`src/hw/spfc_pkg.sv`:
```
// package for the switch protection and fault control block
// assumes a single 20 MHz clock and an APB register slave
package spfc_pkg;
  localparam int          NUM_CH           = 4;
  localparam int          CLK_HZ           = 20_000_000;
  // retry interval in microseconds and derived count
  localparam int          RETRY_US         = 1000;
  localparam int          RETRY_CYC        = RETRY_US * (CLK_HZ / 1_000_000);
  // reverse recheck interval in microseconds and derived count
  localparam int          RECHECK_US       = 100;
  localparam int          RECHECK_CYC      = RECHECK_US * (CLK_HZ / 1_000_000);
  // configuration load time after both supplies are good
  localparam int          CFG_LOAD_CYC     = 16;
  localparam int          CNT_W            = 24;
  // register byte offsets
  localparam logic [11:0] OFS_CTRL         = 12'h000;
  localparam logic [11:0] OFS_SWITCH       = 12'h004;
  localparam logic [11:0] OFS_RCB          = 12'h008;
  localparam logic [11:0] OFS_STATUS       = 12'h00C;
  localparam logic [11:0] OFS_THERM        = 12'h010;
  localparam logic [11:0] OFS_ADC          = 12'h014;
  // control register fields
  localparam int          CTRL_LATCH_BIT   = 0;
  localparam int          CTRL_UVMASK_BIT  = 1;
  localparam int          CTRL_RCBDIS_BIT  = 2;
  localparam int          CTRL_PORCLR_BIT  = 3;
  // status register fields
  localparam int          ST_POR_BIT       = 0;
  localparam int          ST_LOADUV_BIT    = 1;
  localparam int          ST_LOGICUV_BIT   = 2;
  localparam int          ST_READY_BIT     = 3;
  localparam int          ST_RVRS_LSB      = 4;
  localparam int          ST_SNSOFF_LSB    = 8;
  localparam logic [3:0]  RCB_EN_RST       = 4'h0;
  localparam logic [3:0]  SWITCH_RST       = 4'h0;
  localparam int          ADC_W            = 12;
  typedef enum logic [1:0] {SPFC_OFF, SPFC_LOAD, SPFC_RUN} spfc_pwr_t;
endpackage : spfc_pkg

```
`src/hw/spfc_top.sv`:
```
// protection and fault control for a four channel high-side switch
// assumes comparator and sensor inputs synchronous to clock
//
// The APB slave port and the register offsets are this design's own decisions.
`timescale 1ns/1ns
module spfc_top
  import spfc_pkg::*;
#(
  parameter int RETRY_CYCLES   = RETRY_CYC,
  parameter int RECHECK_CYCLES = RECHECK_CYC
) (
  // clock and reset
  input  wire logic                clock,
  input  wire logic                reset,
  // apb slave
  input  wire logic                psel,
  input  wire logic                penable,
  input  wire logic                pwrite,
  input  wire logic [11:0]         paddr,
  input  wire logic [31:0]         pwdata,
  output logic                     pready,
  output logic [31:0]              prdata,
  output logic                     pslverr,
  // supply comparators
  input  wire logic                loadSupplyLowFalling,
  input  wire logic                loadSupplyLowRising,
  input  wire logic                logicSupplyLowFalling,
  input  wire logic                logicSupplyLowRising,
  // per-channel thermal comparators
  input  wire logic [NUM_CH-1:0]   absoluteTempLimit,
  input  wire logic [NUM_CH-1:0]   relativeTempLimit,
  input  wire logic [NUM_CH-1:0]   tempHysteresisOk,
  // per-channel reverse comparators
  input  wire logic [NUM_CH-1:0]   reverseRisingThreshold,
  input  wire logic [NUM_CH-1:0]   reverseFallingThreshold,
  // output enable pin and adc sample
  input  wire logic                outputEnable,
  input  wire logic [ADC_W-1:0]    adcSample,
  input  wire logic [1:0]          adcChannel,
  // output pins; channel, fault and ready pins each with enable
  output logic [NUM_CH-1:0]        channelOn,
  output logic                     channelOe,
  output logic [NUM_CH-1:0]        blockGateOn,
  output logic                     faultPin_n,
  output logic                     faultPinOe,
  output logic                     readyPin_n,
  output logic                     readyPinOe,
  output logic                     senseEnable
);

  ////////////////////////////////////////////////////////////////////////////
  typedef struct packed {
    spfc_pwr_t                 pwr;
    logic [CNT_W-1:0]          loadCnt;
    logic                      latchCfg;
    logic                      uvMask;
    logic                      rcbDisable;
    logic [NUM_CH-1:0]         switchState;
    logic [NUM_CH-1:0]         rcbEnable;
    logic                      porFlag;
    logic                      loadUv;
    logic                      logicUv;
    logic [NUM_CH-1:0]         absFault;
    logic [NUM_CH-1:0]         relFault;
    logic [NUM_CH-1:0]         tsdLatched;
    logic [NUM_CH-1:0]         rvrsFlag;
    logic [NUM_CH-1:0]         rvrsHold;
    logic [NUM_CH*CNT_W-1:0]   retryCnt;
    logic [NUM_CH*CNT_W-1:0]   recheckCnt;
    logic [NUM_CH-1:0]         chOn;
    logic [NUM_CH-1:0]         gateOn;
    logic                      fltN;
    logic                      pinOe;
    logic                      rdyN;
    logic                      snsEn;
    logic                      ready;
    logic [31:0]               rdata;
    logic [ADC_W-1:0]          adcReg;
  } spfc_state_t;

  spfc_state_t st_r;
  spfc_state_t st_nxt;

  logic wrStrobe;
  logic rdStrobe;
  logic suppliesOk;
  logic anyRvrs;

  // read data launched from the setup cycle so it stands with pready
  assign wrStrobe   = psel && penable && pwrite && pready;
  assign rdStrobe   = psel && !penable && !pwrite;

  ////////////////////////////////////////////////////////////////////////////
  always_comb begin
    logic [CNT_W-1:0] rc;
    logic [CNT_W-1:0] kc;
    logic             normalRcb;
    st_nxt     = st_r;
    rc         = '0;
    kc         = '0;
    normalRcb  = 1'b0;
    // supply monitors with hysteresis
    if (loadSupplyLowFalling) begin
      st_nxt.loadUv = 1'b1;
    end else if (!loadSupplyLowRising) begin
      st_nxt.loadUv = 1'b0;
    end
    if (logicSupplyLowFalling) begin
      st_nxt.logicUv = 1'b1;
    end else if (!logicSupplyLowRising) begin
      st_nxt.logicUv = 1'b0;
    end
    suppliesOk = !st_nxt.loadUv && !st_nxt.logicUv;
    // power sequencing
    unique case (st_r.pwr)
      SPFC_OFF: begin
        st_nxt.loadCnt = '0;
        if (suppliesOk) begin
          st_nxt.pwr = SPFC_LOAD;
        end
      end
      SPFC_LOAD: begin
        st_nxt.loadCnt = st_r.loadCnt + CNT_W'(1);
        if (st_nxt.logicUv) begin
          st_nxt.pwr = SPFC_OFF;
        end else if (st_r.loadCnt == CNT_W'(CFG_LOAD_CYC - 1)) begin
          st_nxt.pwr = SPFC_RUN;
        end
      end
      SPFC_RUN: begin
        if (st_nxt.logicUv) begin
          st_nxt.pwr = SPFC_OFF;
        end
      end
      default: begin
        st_nxt.pwr = SPFC_OFF;
      end
    endcase
    st_nxt.ready = (st_nxt.pwr == SPFC_RUN);
    // per-channel thermal and reverse blocking
    for (int ch = 0; ch < NUM_CH; ch++) begin
      rc = st_r.retryCnt[ch*CNT_W +: CNT_W];
      kc = st_r.recheckCnt[ch*CNT_W +: CNT_W];
      if (absoluteTempLimit[ch]) begin
        st_nxt.absFault[ch] = 1'b1;
      end else if (tempHysteresisOk[ch]) begin
        st_nxt.absFault[ch] = 1'b0;
      end
      // retry timer reloads while the relative limit holds
      if (relativeTempLimit[ch]) begin
        st_nxt.relFault[ch] = 1'b1;
        rc = CNT_W'(RETRY_CYCLES);
      end else if (rc != '0) begin
        rc = rc - CNT_W'(1);
        if (rc == '0) begin
          st_nxt.relFault[ch] = 1'b0;
        end
      end
      if (st_nxt.absFault[ch] || st_nxt.relFault[ch]) begin
        if (st_r.latchCfg) begin
          st_nxt.tsdLatched[ch] = 1'b1;
        end
      end
      st_nxt.retryCnt[ch*CNT_W +: CNT_W] = rc;
      normalRcb = !st_r.rcbDisable && st_r.rcbEnable[ch];
      if (!normalRcb) begin
        st_nxt.rvrsHold[ch] = 1'b0;
        st_nxt.rvrsFlag[ch] = 1'b0;
        kc = '0;
      end else if (st_r.rvrsHold[ch]) begin
        if (kc != '0) begin
          kc = kc - CNT_W'(1);
          // falling comparator still high: restart the hold
          if (reverseFallingThreshold[ch]) begin
            kc = CNT_W'(RECHECK_CYCLES);
          end
        end else begin
          st_nxt.rvrsHold[ch] = 1'b0;
        end
      end else if (reverseRisingThreshold[ch] && st_r.gateOn[ch]) begin
        st_nxt.rvrsHold[ch] = 1'b1;
        st_nxt.rvrsFlag[ch] = 1'b1;
        kc = CNT_W'(RECHECK_CYCLES);
      end
      st_nxt.recheckCnt[ch*CNT_W +: CNT_W] = kc;
      // main switch; writes are kept while outputEnable is low
      st_nxt.chOn[ch] = st_nxt.ready && !st_nxt.loadUv && outputEnable
                        && st_r.switchState[ch]
                        && !st_nxt.absFault[ch] && !st_nxt.relFault[ch]
                        && !st_nxt.tsdLatched[ch];
      st_nxt.gateOn[ch] = st_nxt.ready && !st_nxt.loadUv && normalRcb
                          && st_r.switchState[ch] && outputEnable
                          && !st_nxt.rvrsHold[ch];
    end
    anyRvrs = |st_nxt.rvrsHold;
    // register bus
    st_nxt.rdata = '0;
    if (wrStrobe && st_r.ready) begin
      unique case (paddr)
        OFS_CTRL: begin
          st_nxt.latchCfg   = pwdata[CTRL_LATCH_BIT];
          st_nxt.uvMask     = pwdata[CTRL_UVMASK_BIT];
          st_nxt.rcbDisable = pwdata[CTRL_RCBDIS_BIT];
          if (pwdata[CTRL_PORCLR_BIT]) begin
            st_nxt.porFlag = 1'b0;
          end
        end
        OFS_SWITCH: begin
          st_nxt.switchState = pwdata[NUM_CH-1:0];
          for (int ch = 0; ch < NUM_CH; ch++) begin
            // a clear never beats a fault in the same cycle
            if (!pwdata[ch] && !st_nxt.absFault[ch] && !st_nxt.relFault[ch]) begin
              st_nxt.tsdLatched[ch] = 1'b0;
            end
          end
        end
        OFS_RCB: begin
          st_nxt.rcbEnable = pwdata[NUM_CH-1:0];
        end
        OFS_STATUS: begin
          // set wins: a channel still holding keeps its flag
          for (int ch = 0; ch < NUM_CH; ch++) begin
            if (pwdata[ST_RVRS_LSB + ch] && !st_nxt.rvrsHold[ch]) begin
              st_nxt.rvrsFlag[ch] = 1'b0;
            end
          end
        end
        default: begin
        end
      endcase
    end
    if (rdStrobe) begin
      unique case (paddr)
        OFS_CTRL: begin
          st_nxt.rdata[CTRL_LATCH_BIT]  = st_r.latchCfg;
          st_nxt.rdata[CTRL_UVMASK_BIT] = st_r.uvMask;
          st_nxt.rdata[CTRL_RCBDIS_BIT] = st_r.rcbDisable;
        end
        OFS_SWITCH: begin
          st_nxt.rdata[NUM_CH-1:0] = st_r.switchState;
        end
        OFS_RCB: begin
          st_nxt.rdata[NUM_CH-1:0] = st_r.rcbEnable;
        end
        OFS_STATUS: begin
          st_nxt.rdata[ST_POR_BIT]              = st_r.porFlag;
          st_nxt.rdata[ST_LOADUV_BIT]           = st_r.loadUv;
          st_nxt.rdata[ST_LOGICUV_BIT]          = st_r.logicUv;
          st_nxt.rdata[ST_READY_BIT]            = st_r.ready;
          st_nxt.rdata[ST_RVRS_LSB +: NUM_CH]   = st_r.rvrsFlag;
          st_nxt.rdata[ST_SNSOFF_LSB +: NUM_CH] = st_r.rvrsHold;
        end
        OFS_THERM: begin
          st_nxt.rdata[NUM_CH-1:0]         = st_r.absFault;
          st_nxt.rdata[NUM_CH +: NUM_CH]   = st_r.relFault;
          st_nxt.rdata[2*NUM_CH +: NUM_CH] = st_r.tsdLatched;
        end
        OFS_ADC: begin
          st_nxt.rdata[ADC_W-1:0] = st_r.adcReg;
        end
        default: begin
          st_nxt.rdata = '0;
        end
      endcase
    end
    // sense and adc forced to zero during a reverse event
    st_nxt.snsEn  = st_nxt.ready && !anyRvrs;
    st_nxt.adcReg = anyRvrs ? '0 : adcSample;
    if (st_nxt.rvrsHold[adcChannel]) begin
      st_nxt.adcReg = '0;
    end
    // pins
    st_nxt.pinOe = st_nxt.pwr != SPFC_OFF || !st_nxt.logicUv;
    st_nxt.rdyN  = !st_nxt.ready;
    st_nxt.fltN  = !((st_nxt.loadUv && !st_r.uvMask)
                     || (|st_nxt.rvrsFlag)
                     || (|st_nxt.absFault) || (|st_nxt.relFault));
  end

  ////////////////////////////////////////////////////////////////////////////
  always_ff @(posedge clock or posedge reset) begin
    if (reset) begin
      st_r             <= '0;
      st_r.pwr         <= SPFC_OFF;
      st_r.switchState <= SWITCH_RST;
      st_r.rcbEnable   <= RCB_EN_RST;
      st_r.porFlag     <= 1'b1;
      // supplies read low until the comparators say otherwise
      st_r.loadUv      <= 1'b1;
      st_r.logicUv     <= 1'b1;
      st_r.fltN        <= 1'b1;
      st_r.rdyN        <= 1'b1;
    end else begin
      st_r <= st_nxt;
    end
  end

  ////////////////////////////////////////////////////////////////////////////
  always_ff @(posedge clock or posedge reset) begin
    if (reset) begin
      pready  <= 1'b0;
      pslverr <= 1'b0;
    end else begin
      // zero wait states: pready stands in the access cycle
      pready  <= psel && !penable;
      pslverr <= 1'b0;
    end
  end

  assign prdata      = st_r.rdata;
  assign channelOn   = st_r.chOn;
  assign channelOe   = st_r.pinOe;
  assign blockGateOn = st_r.gateOn;
  assign faultPin_n  = st_r.fltN;
  assign faultPinOe  = st_r.pinOe;
  assign readyPin_n  = st_r.rdyN;
  assign readyPinOe  = st_r.pinOe;
  assign senseEnable = st_r.snsEn;

endmodule : spfc_top

```
`config.mk`:
```
export PLATFORM = sky130hd
export DESIGN_NAME = spfc_top
export DESIGN_NICKNAME = d
export VERILOG_FILES = /design/src/hw/spfc_pkg.sv /design/src/hw/spfc_top.sv
export SDC_FILE = /design/constraint.sdc
export NUM_CORES = 1
export LEC_CHECK = 0
export ABC_AREA = 1
export BUFFER_PORTS_ARGS = -buffer_cell sky130_fd_sc_hd__buf_2
export CAP_MARGIN = 25
export CORE_AREA = 5 5 165 167
export DETAILED_ROUTE_END_ITERATION = 6
export DIE_AREA = 0 0 170 172
export PLACE_DENSITY = 0.86
export SYNTH_ARGS = -nofsm -noshare
export SYNTH_HDL_FRONTEND = slang
export SYNTH_SLANG_ARGS = --single-unit
export TNS_END_PERCENT = 30
```
`constraint.sdc`:
```
create_clock -name clock -period 23.6 [get_ports clock]
set_clock_uncertainty 0.05 [all_clocks]
set_input_delay 4.72 -clock clock [delete_from_list [all_inputs] [get_ports clock]]
set_output_delay 4.72 -clock clock [all_outputs]
set_load 0.01 [all_outputs]
```
==> results.txt, run 1 <==
Fill cells = 1968
Yosys cell types = 56
Vias in the first global route = 14600
Startpoint Class = primary input
Syn Area/Cell = 7.55 um2
Fmax = 156 MHz
Final Hold Vio Count = 0
Clock buffer depth = 3
Final HPWL DP = 29000 um
VDD IR-drop max = 0.0598 mV
Count leader, synth = nand2_1
Setup TNS = 0 ns
GR Util All Layers = 27.5%
Die H = 172 um
Post-cts resize count = 0
Initial Utilization = 64.5%
WL/cell = 15.3 um
Via density per instance = 5.68
Initial antenna violation count = 4
Share of post-route cells with drive strength above 1 = 12.4%
P&R area growth vs syn = 9.59%
Seq cells post-synth = 290
DRT Wirelength = 40300 um
Final Core Density = 70.7%
Sequential share of the synthesized area = 44.0%
Pwr Total = 1.11 mW
Clock period minus worst slack = 6.42 ns
Status = finished, final reports clean
Biggest area consumer among synthesized cells = dfrtp_1
Dpl ws = 16.06 ns
Top_reg_cell synth = dfrtp_1
Static Leak = 9.25 nW
Cell Area, Placed = 17000 um2
Top cells by area, synth = dfrtp_1 (43%), nand2_1 (10%), nor2_1 (7.6%)
RSZ-0062 raised after global routing = false
Die area = 29200 um2
Worst Tran Pin Value = 0.902 ns
WS Path Type = in -> async
# setup viols final = 0
I/O pin cnt = 136
Max_cap viols = 0
Drc violations = 0
Post-synth EDFFs = 0
Ys async rst share = 100%
Global-route wire length before repair = 67600 um
Non-Filler Instances = 2632
Cts hold-fix bufs = 0
Overflow after GRT = 0
Syn Std Cell Area = 16500 um2
Vias = 15000
Register Area = 7260 um2
H-tree depth = 1
Min-Delay Path Class = reg -> reg
Crit path capture type = async pin
Nets = 2371
Largest net degree at the start of global routing = 145
FP Rows = 59
Final period util = 27.2%
Setup Fix Bufs, Post-CTS = 0
Number of buffers created by CTS = 31
Critical path required time = 24.13 ns
Pwr dens = 61.4 nW/um2
ANT nets after route = 0
Drt first pass iters = 7
Worst Path Arrival = 6.95 ns
Fin Hold WS = 0.413 ns
Placed cell count = 2570
Slew HR = 39.7%
Crit Path Max Fanout = 87
Core region area = 25600 um2
Iteration-0 DRC Markers = 1404
Post-synth top cells = nand2_1 (441), nor2_1 (334), inv_1 (298)
Root Buffer = clkbuf_16
Setup WS post-layout = 17.18 ns
Final Cell Area = 18100 um2
CTS clock-pin slew for the worst setup and hold paths = 0.06 ns
Synth top area share = 43.2%
Die X-Extent = 170 um
Synth warn = 0
Clk_lat worst skew = 0.55 ns
Max Slew Vio Count = 0
I/O Buffers = 88
Gate Count Post-Synth = 2187
Area of the multi-input gates = 7700 um2
Gp weighted congestion = 0.935
CTS tree = built
Clk sinks = 290
flip-flops by register name (all words and copies together) (netlist names):
register / count
prdata: 12
channelOe: 1
blockGateOn: 4
st_r: 265
channelOn: 4
pready: 1
faultPin_n: 1
readyPin_n: 1
senseEnable: 1
power breakdown:
part / switching, mW / internal [mW] / total (mW)
combinational: 0.0752 / 0.0321 / 0.107
sequential: 0.0127 / 0.510 / 0.522
clock: 0.198 / 0.284 / 0.482
cells in the final DEF, fill, tap and decap left out, types with 4 or more instances in the layout:
| cell type | netlist | layout |
|---|---|---|
| nand2_1 | 441 | 441 |
| nor2_1 | 334 | 334 |
| inv_1 | 298 | 297 |
| dfrtp_1 | 285 | 285 |
| nand3_1 | 117 | 117 |
| a21oi_1 | 109 | 109 |
| o21ai_0 | 104 | 104 |
| buf_2 | 5 | 88 |
| nand4_1 | 46 | 46 |
| nor2_2 | 45 | 45 |
| o22ai_1 | 45 | 45 |
| nor3_1 | 40 | 40 |
| xor2_1 | 39 | 39 |
| clkbuf_16 | 0 | 31 |
| a31oi_1 | 27 | 27 |
| nand2_2 | 21 | 21 |
| conb_1 | 1 | 21 |
| nor2_4 | 17 | 17 |
| nand3b_1 | 15 | 15 |
| inv_2 | 14 | 14 |
| nor3_2 | 13 | 13 |
| ha_1 | 13 | 13 |
| xnor2_1 | 11 | 11 |
| clkbuf_1 | 9 | 10 |
| nor4_1 | 9 | 9 |
| nand3_2 | 9 | 9 |
| clkinv_2 | 0 | 8 |
| o21ai_1 | 7 | 7 |
| a221oi_1 | 5 | 5 |
| o21a_1 | 5 | 5 |
| dfstp_2 | 5 | 5 |
| nand2_4 | 4 | 4 |
| nor3b_1 | 4 | 4 |
worst max-delay path: stages:
cell,delay (ns)
buf_2,0.13
inv_8,0.30
buf_16,0.40
buf_4,0.27
buf_16,0.31
buf_4,0.71
layer usage:
layer	vias to the layer above	GRT usage, %	share of wire, %
met5	-	0	0.017
met4	2	10.3	3.5
met3	91	4.18	6.9
met2	554	46.6	47
met1	7117	36.3	42
li1	7193	-	-
worst paths after layout:
kind,cells past startpoint,end,startpoint,slack (ns)
worst max register to register,13,st_r[149]$_DFFE_PP0P_,st_r[129]$_DFFE_PP0P_,20.71
max in group clock,11,st_r[149]$_DFFE_PP0P_,reverseRisingThreshold[3],17.21
min in group asynchronous,2,st_r[224]$_DFFE_PP0P_,reset,4.13
worst min-delay path,2,st_r[271]$_DFFE_PP1P_,st_r[271]$_DFFE_PP1P_,0.41
worst min register to register,2,st_r[271]$_DFFE_PP1P_,st_r[271]$_DFFE_PP1P_,0.41
worst max-delay path,6,st_r[78]$_DFFE_PP0P_,reset,17.18
cell families after synthesis:
family	Yosys count	synth area share (%)
other	1	0.0227
and+or+nand+nor	1130	31.4
adders and majority gates	13	0.985
muxes	1	0.0682
DFF	290	44.0
xor gates and xnor gates	50	2.65
buffers and inverters	378	9.86
AOI/OAI and AO/OA	324	11.0
cell type report:
type                       instances  area share [%]
timing repair buffer              93            2.86
inverter                         315            6.57
sequential                       290            40.1
clock buffer                      44            4.72
tap                              335            2.32
multi-input combinational       1539            42.5
clock inverter                    13           0.816
antenna                            3          0.0415
(Power assumes the default switching activity.)
==> inputs of run 2 (changes only) <==
--- a/config.mk
+++ b/config.mk
@@ -8,10 +8,10 @@
 export ABC_AREA = 1
 export BUFFER_PORTS_ARGS = -buffer_cell sky130_fd_sc_hd__buf_2
 export CAP_MARGIN = 25
-export CORE_AREA = 5 5 165 167
+export CORE_AREA = 5 5 180 182
 export DETAILED_ROUTE_END_ITERATION = 6
-export DIE_AREA = 0 0 170 172
-export PLACE_DENSITY = 0.86
+export DIE_AREA = 0 0 185 187
+export PLACE_DENSITY = 0.76
 export SYNTH_ARGS = -nofsm -noshare
 export SYNTH_HDL_FRONTEND = slang
 export SYNTH_SLANG_ARGS = --single-unit
==> constraint.sdc (replaced) <==
create_clock -name clock -period 5.65 [get_ports clock]
set_clock_uncertainty 0.05 [all_clocks]
set_input_delay 1.13 -clock clock [delete_from_list [all_inputs] [get_ports clock]]
set_output_delay 1.13 -clock clock [all_outputs]
set_load 0.01 [all_outputs]
==> run 2 against run 1 <==
Via count is 1.6% lower. Final area increased by 1.8%. First-iteration DRC count fell by 21%. Die area up 18%. Sequential share of layout area shrank 0.69 points. Global-route usage is 4.0 points lower. Sequential power rose to 4.2 times the previous value.
==> results.txt, run 2 (synthesized netlist as in run 1, its figures left out) <==
Status = finished, final reports clean (unchanged)
WS Path Type = in -> reg (was in -> async)
Number of buffers created by CTS = 34 (was 31)
Crit path capture type = flip-flop (was async pin)
Critical path required time = 6.02 ns (was 24.13 ns)
R2R depth = 10 (was 13)
CTS tree = built (unchanged)
# setup viols final = 0 (unchanged)
Area of the multi-input gates = 7700 um2 (unchanged)
Worst Setup SP = paddr[7] (was reset)
Worst Tran Pin Value = 1.02 ns (was 0.902 ns)
Reg2reg end = st_r[0]$_DFF_PP0_ (was st_r[149]$_DFFE_PP0P_)
Fin Hold WS = 0.413 ns (about the same)
R2r setup slk = 2.82 ns (was 20.71 ns)
Register Area = 7260 um2 (unchanged)
Flop pwr share = 42.7% (was 47.0%)
Crit Path Max Fanout = 13 (was 87)
Final Hold Vio Count = 0 (unchanged)
Die X-Extent = 185 um (was 170 um)
Worst path slowest cell = and3_1 (was buf_4)
Clock buffer depth = 3 (unchanged)
ANT nets after route = 0 (unchanged)
Dpl ws = 2.28 ns (was 16.06 ns)
FP Rows = 64 (was 59)
Drt first pass iters = 5 (was 7)
Static Leak = 9.36 nW (was 9.25 nW)
Clock period minus worst slack = 2.89 ns
P&R area growth vs syn = 11.5% (was 9.59%)
WL/cell = 15.2 um (was 15.3 um)
CTS clock-pin slew for the worst setup and hold paths = 0.06 ns (about the same)
I/O Buffers = 88 (unchanged)
Slowest Stage Delay on Critical Path = 0.61 ns (was 0.71 ns)
Post-cts resize count = 0 (unchanged)
Fmax = 346 MHz
Max reg flops = 265 (unchanged)
Max_cap viols = 0 (unchanged)
Pwr dens = 277 nW/um2 (was 61.4 nW/um2)
DRT Wirelength = 41100 um (was 40300 um)
Iteration-0 DRC Markers = 1111 (was 1404)
Die H = 187 um (was 172 um)
Gp weighted congestion = 0.928 (was 0.935)
Fill cells = 2693 (was 1968)
Placed cell count = 2633 (was 2570)
Share of post-route cells with drive strength above 1 = 13.0% (was 12.4%)
Non-Filler Instances = 2697 (was 2632)
Final period util = 51.2%
Most common cell after layout, fill and taps aside = nand2_1 (unchanged)
Via density per instance = 5.46 (was 5.68)
Setup TNS = 0 ns (unchanged)
Largest register by flop count = st_r (unchanged)
Global-route wire length before repair = 68200 um (was 67600 um)
H-tree depth = 2 (was 1)
Worst Path Arrival = 3.26 ns (was 6.95 ns)
Final Cell Area = 18400 um2 (was 18100 um2)
Final HPWL DP = 29800 um (was 29000 um)
Clk sinks = 290 (unchanged)
VDD IR-drop max = 0.219 mV (was 0.0598 mV)
Crit path capture = prdata[7]$_DFF_PP0_ (was st_r[78]$_DFFE_PP0P_)
Overflow after GRT = 0 (unchanged)
Setup WS post-layout = 2.76 ns (was 17.18 ns)
P_int = 3.81 mW (was 0.826 mW)
Vias in the first global route = 14200 (was 14600)
Initial antenna violation count = 2 (was 4)
Slew HR = 32.0% (was 39.7%)
Most frequent cells in the layout = nand2_1 (441), nor2_1 (334), inv_1 (297), dfrtp_1 (285), nand3_1 (117) (unchanged)
Sw Share = 25.4% (was 25.7%)
Startpoint Class = primary input (unchanged)
Max Slew Vio Count = 0 (unchanged)
Drc violations = 0 (unchanged)
Clk_lat worst skew = 0.53 ns (was 0.55 ns)
CP Cell Sequence = buf_2, or2_1, nor3b_1, and3_1, nand3b_1, nand2_1, a31oi_1 (was buf_2, inv_8, buf_16, buf_4, buf_16, buf_4)
Min-Delay Path Class = reg -> reg (unchanged)
Die area = 34600 um2 (was 29200 um2)
Setup Fix Bufs, Post-CTS = 0 (unchanged)
Clk pwr share = 48.4% (was 43.4%)
Cell Area, Placed = 17100 um2 (was 17000 um2)
Initial Utilization = 54.3% (was 64.5%)
Cts hold-fix bufs = 0 (unchanged)
I/O pin cnt = 136 (unchanged)
GR Util All Layers = 23.5% (was 27.5%)
Root Buffer = clkbuf_16 (unchanged)
Nets = 2374 (was 2371)
Core region area = 30400 um2 (was 25600 um2)
Largest net degree at the start of global routing = 190 (was 145)
Logic pwr share = 8.9% (was 9.7%)
Reg-to-reg startpoint = st_r[129]$_DFFE_PP0P_ (unchanged)
Vias = 14700 (was 15000)
Sw Pwr = 1.30 mW (was 0.286 mW)
RSZ-0062 raised after global routing = false (unchanged)
run 2: cell types whose count changed in the layout (fill, tap and decap cells not counted):
| cell | before | now |
|---|---|---|
| clkbuf_1 | 10 | 1 |
| buf_12 | 0 | 1 |
| clkbuf_8 | 3 | 6 |
| buf_4 | 3 | 4 |
| clkinv_8 | 0 | 2 |
| clkinv_2 | 8 | 6 |
| diode_2 | 3 | 2 |
| bufinv_16 | 3 | 7 |
| buf_16 | 2 | 0 |
| clkinv_4 | 2 | 1 |
| clkbuf_16 | 31 | 35 |
| clkinvlp_4 | 0 | 4 |
run 2: worst min-delay path by stage:
| stage | start | endpoint | cells after the start |
|---|---|---|---|
| 3_5_place_dp | st_r[271]$_DFFE_PP1P_ | st_r[271]$_DFFE_PP1P_ | 2 |
| 3_3_place_gp | st_r[271]$_DFFE_PP1P_ | st_r[271]$_DFFE_PP1P_ | 2 |
| 4_1_cts | st_r[271]$_DFFE_PP1P_ | st_r[271]$_DFFE_PP1P_ | 2 |
| 5_1_grt | st_r[271]$_DFFE_PP1P_ | st_r[271]$_DFFE_PP1P_ | 2 |
| 6_report | st_r[271]$_DFFE_PP1P_ | st_r[271]$_DFFE_PP1P_ | 2 |
| 2_1_floorplan | st_r[271]$_DFFE_PP1P_ | st_r[271]$_DFFE_PP1P_ | 2 |
run 2: critical path: cells and delay by family:
family | cells | cell delay [ns]
and+or+nand+nor | 5 | 1.77
AOI/OAI and AO/OA | 1 | 0.25
buffers and inverters | 1 | 0.09
run 2: per-layer routing:
metal,global-route usage [%],vias to the layer above,wire length (um)
li1,-,7210,-
met1,32.8,6983,18100
met2,37.9,444,19300
met3,3.27,83,2430
met4,7.76,0,1260
met5,0,-,0
run 2: cell type report:
| cell class | instances | area share [%] |
|---|---|---|
| diodes | 2 | 0.0272 |
| clock buffers | 42 | 5.22 |
| clock inverters | 20 | 1.71 |
| inverters | 315 | 6.44 |
| multi-input cells | 1539 | 41.8 |
| flip-flops and latches | 290 | 39.4 |
| well taps | 396 | 2.69 |
| repair buffers | 93 | 2.66 |
run 2: metrics by stage:
step / power, mW / utilization (%)
5_1_grt: 5.30 / 60.5
2_1_floorplan: 2.55 / -
4_1_cts: 5.15 / 60.5
3_5_place_dp: 2.66 / 56.3
3_3_place_gp: 2.65 / 56.3
6_report: 5.10 / 60.5
run 2: power groups by stage:
stage	Combinational, mW	Clock, mW	Sequential, mW
after floorplan	0.345	0	2.21
after global placement	0.434	0	2.21
after detailed placement	0.447	0	2.22
after CTS	0.452	2.52	2.18
after global routing	0.510	2.60	2.19
final	0.452	2.47	2.18
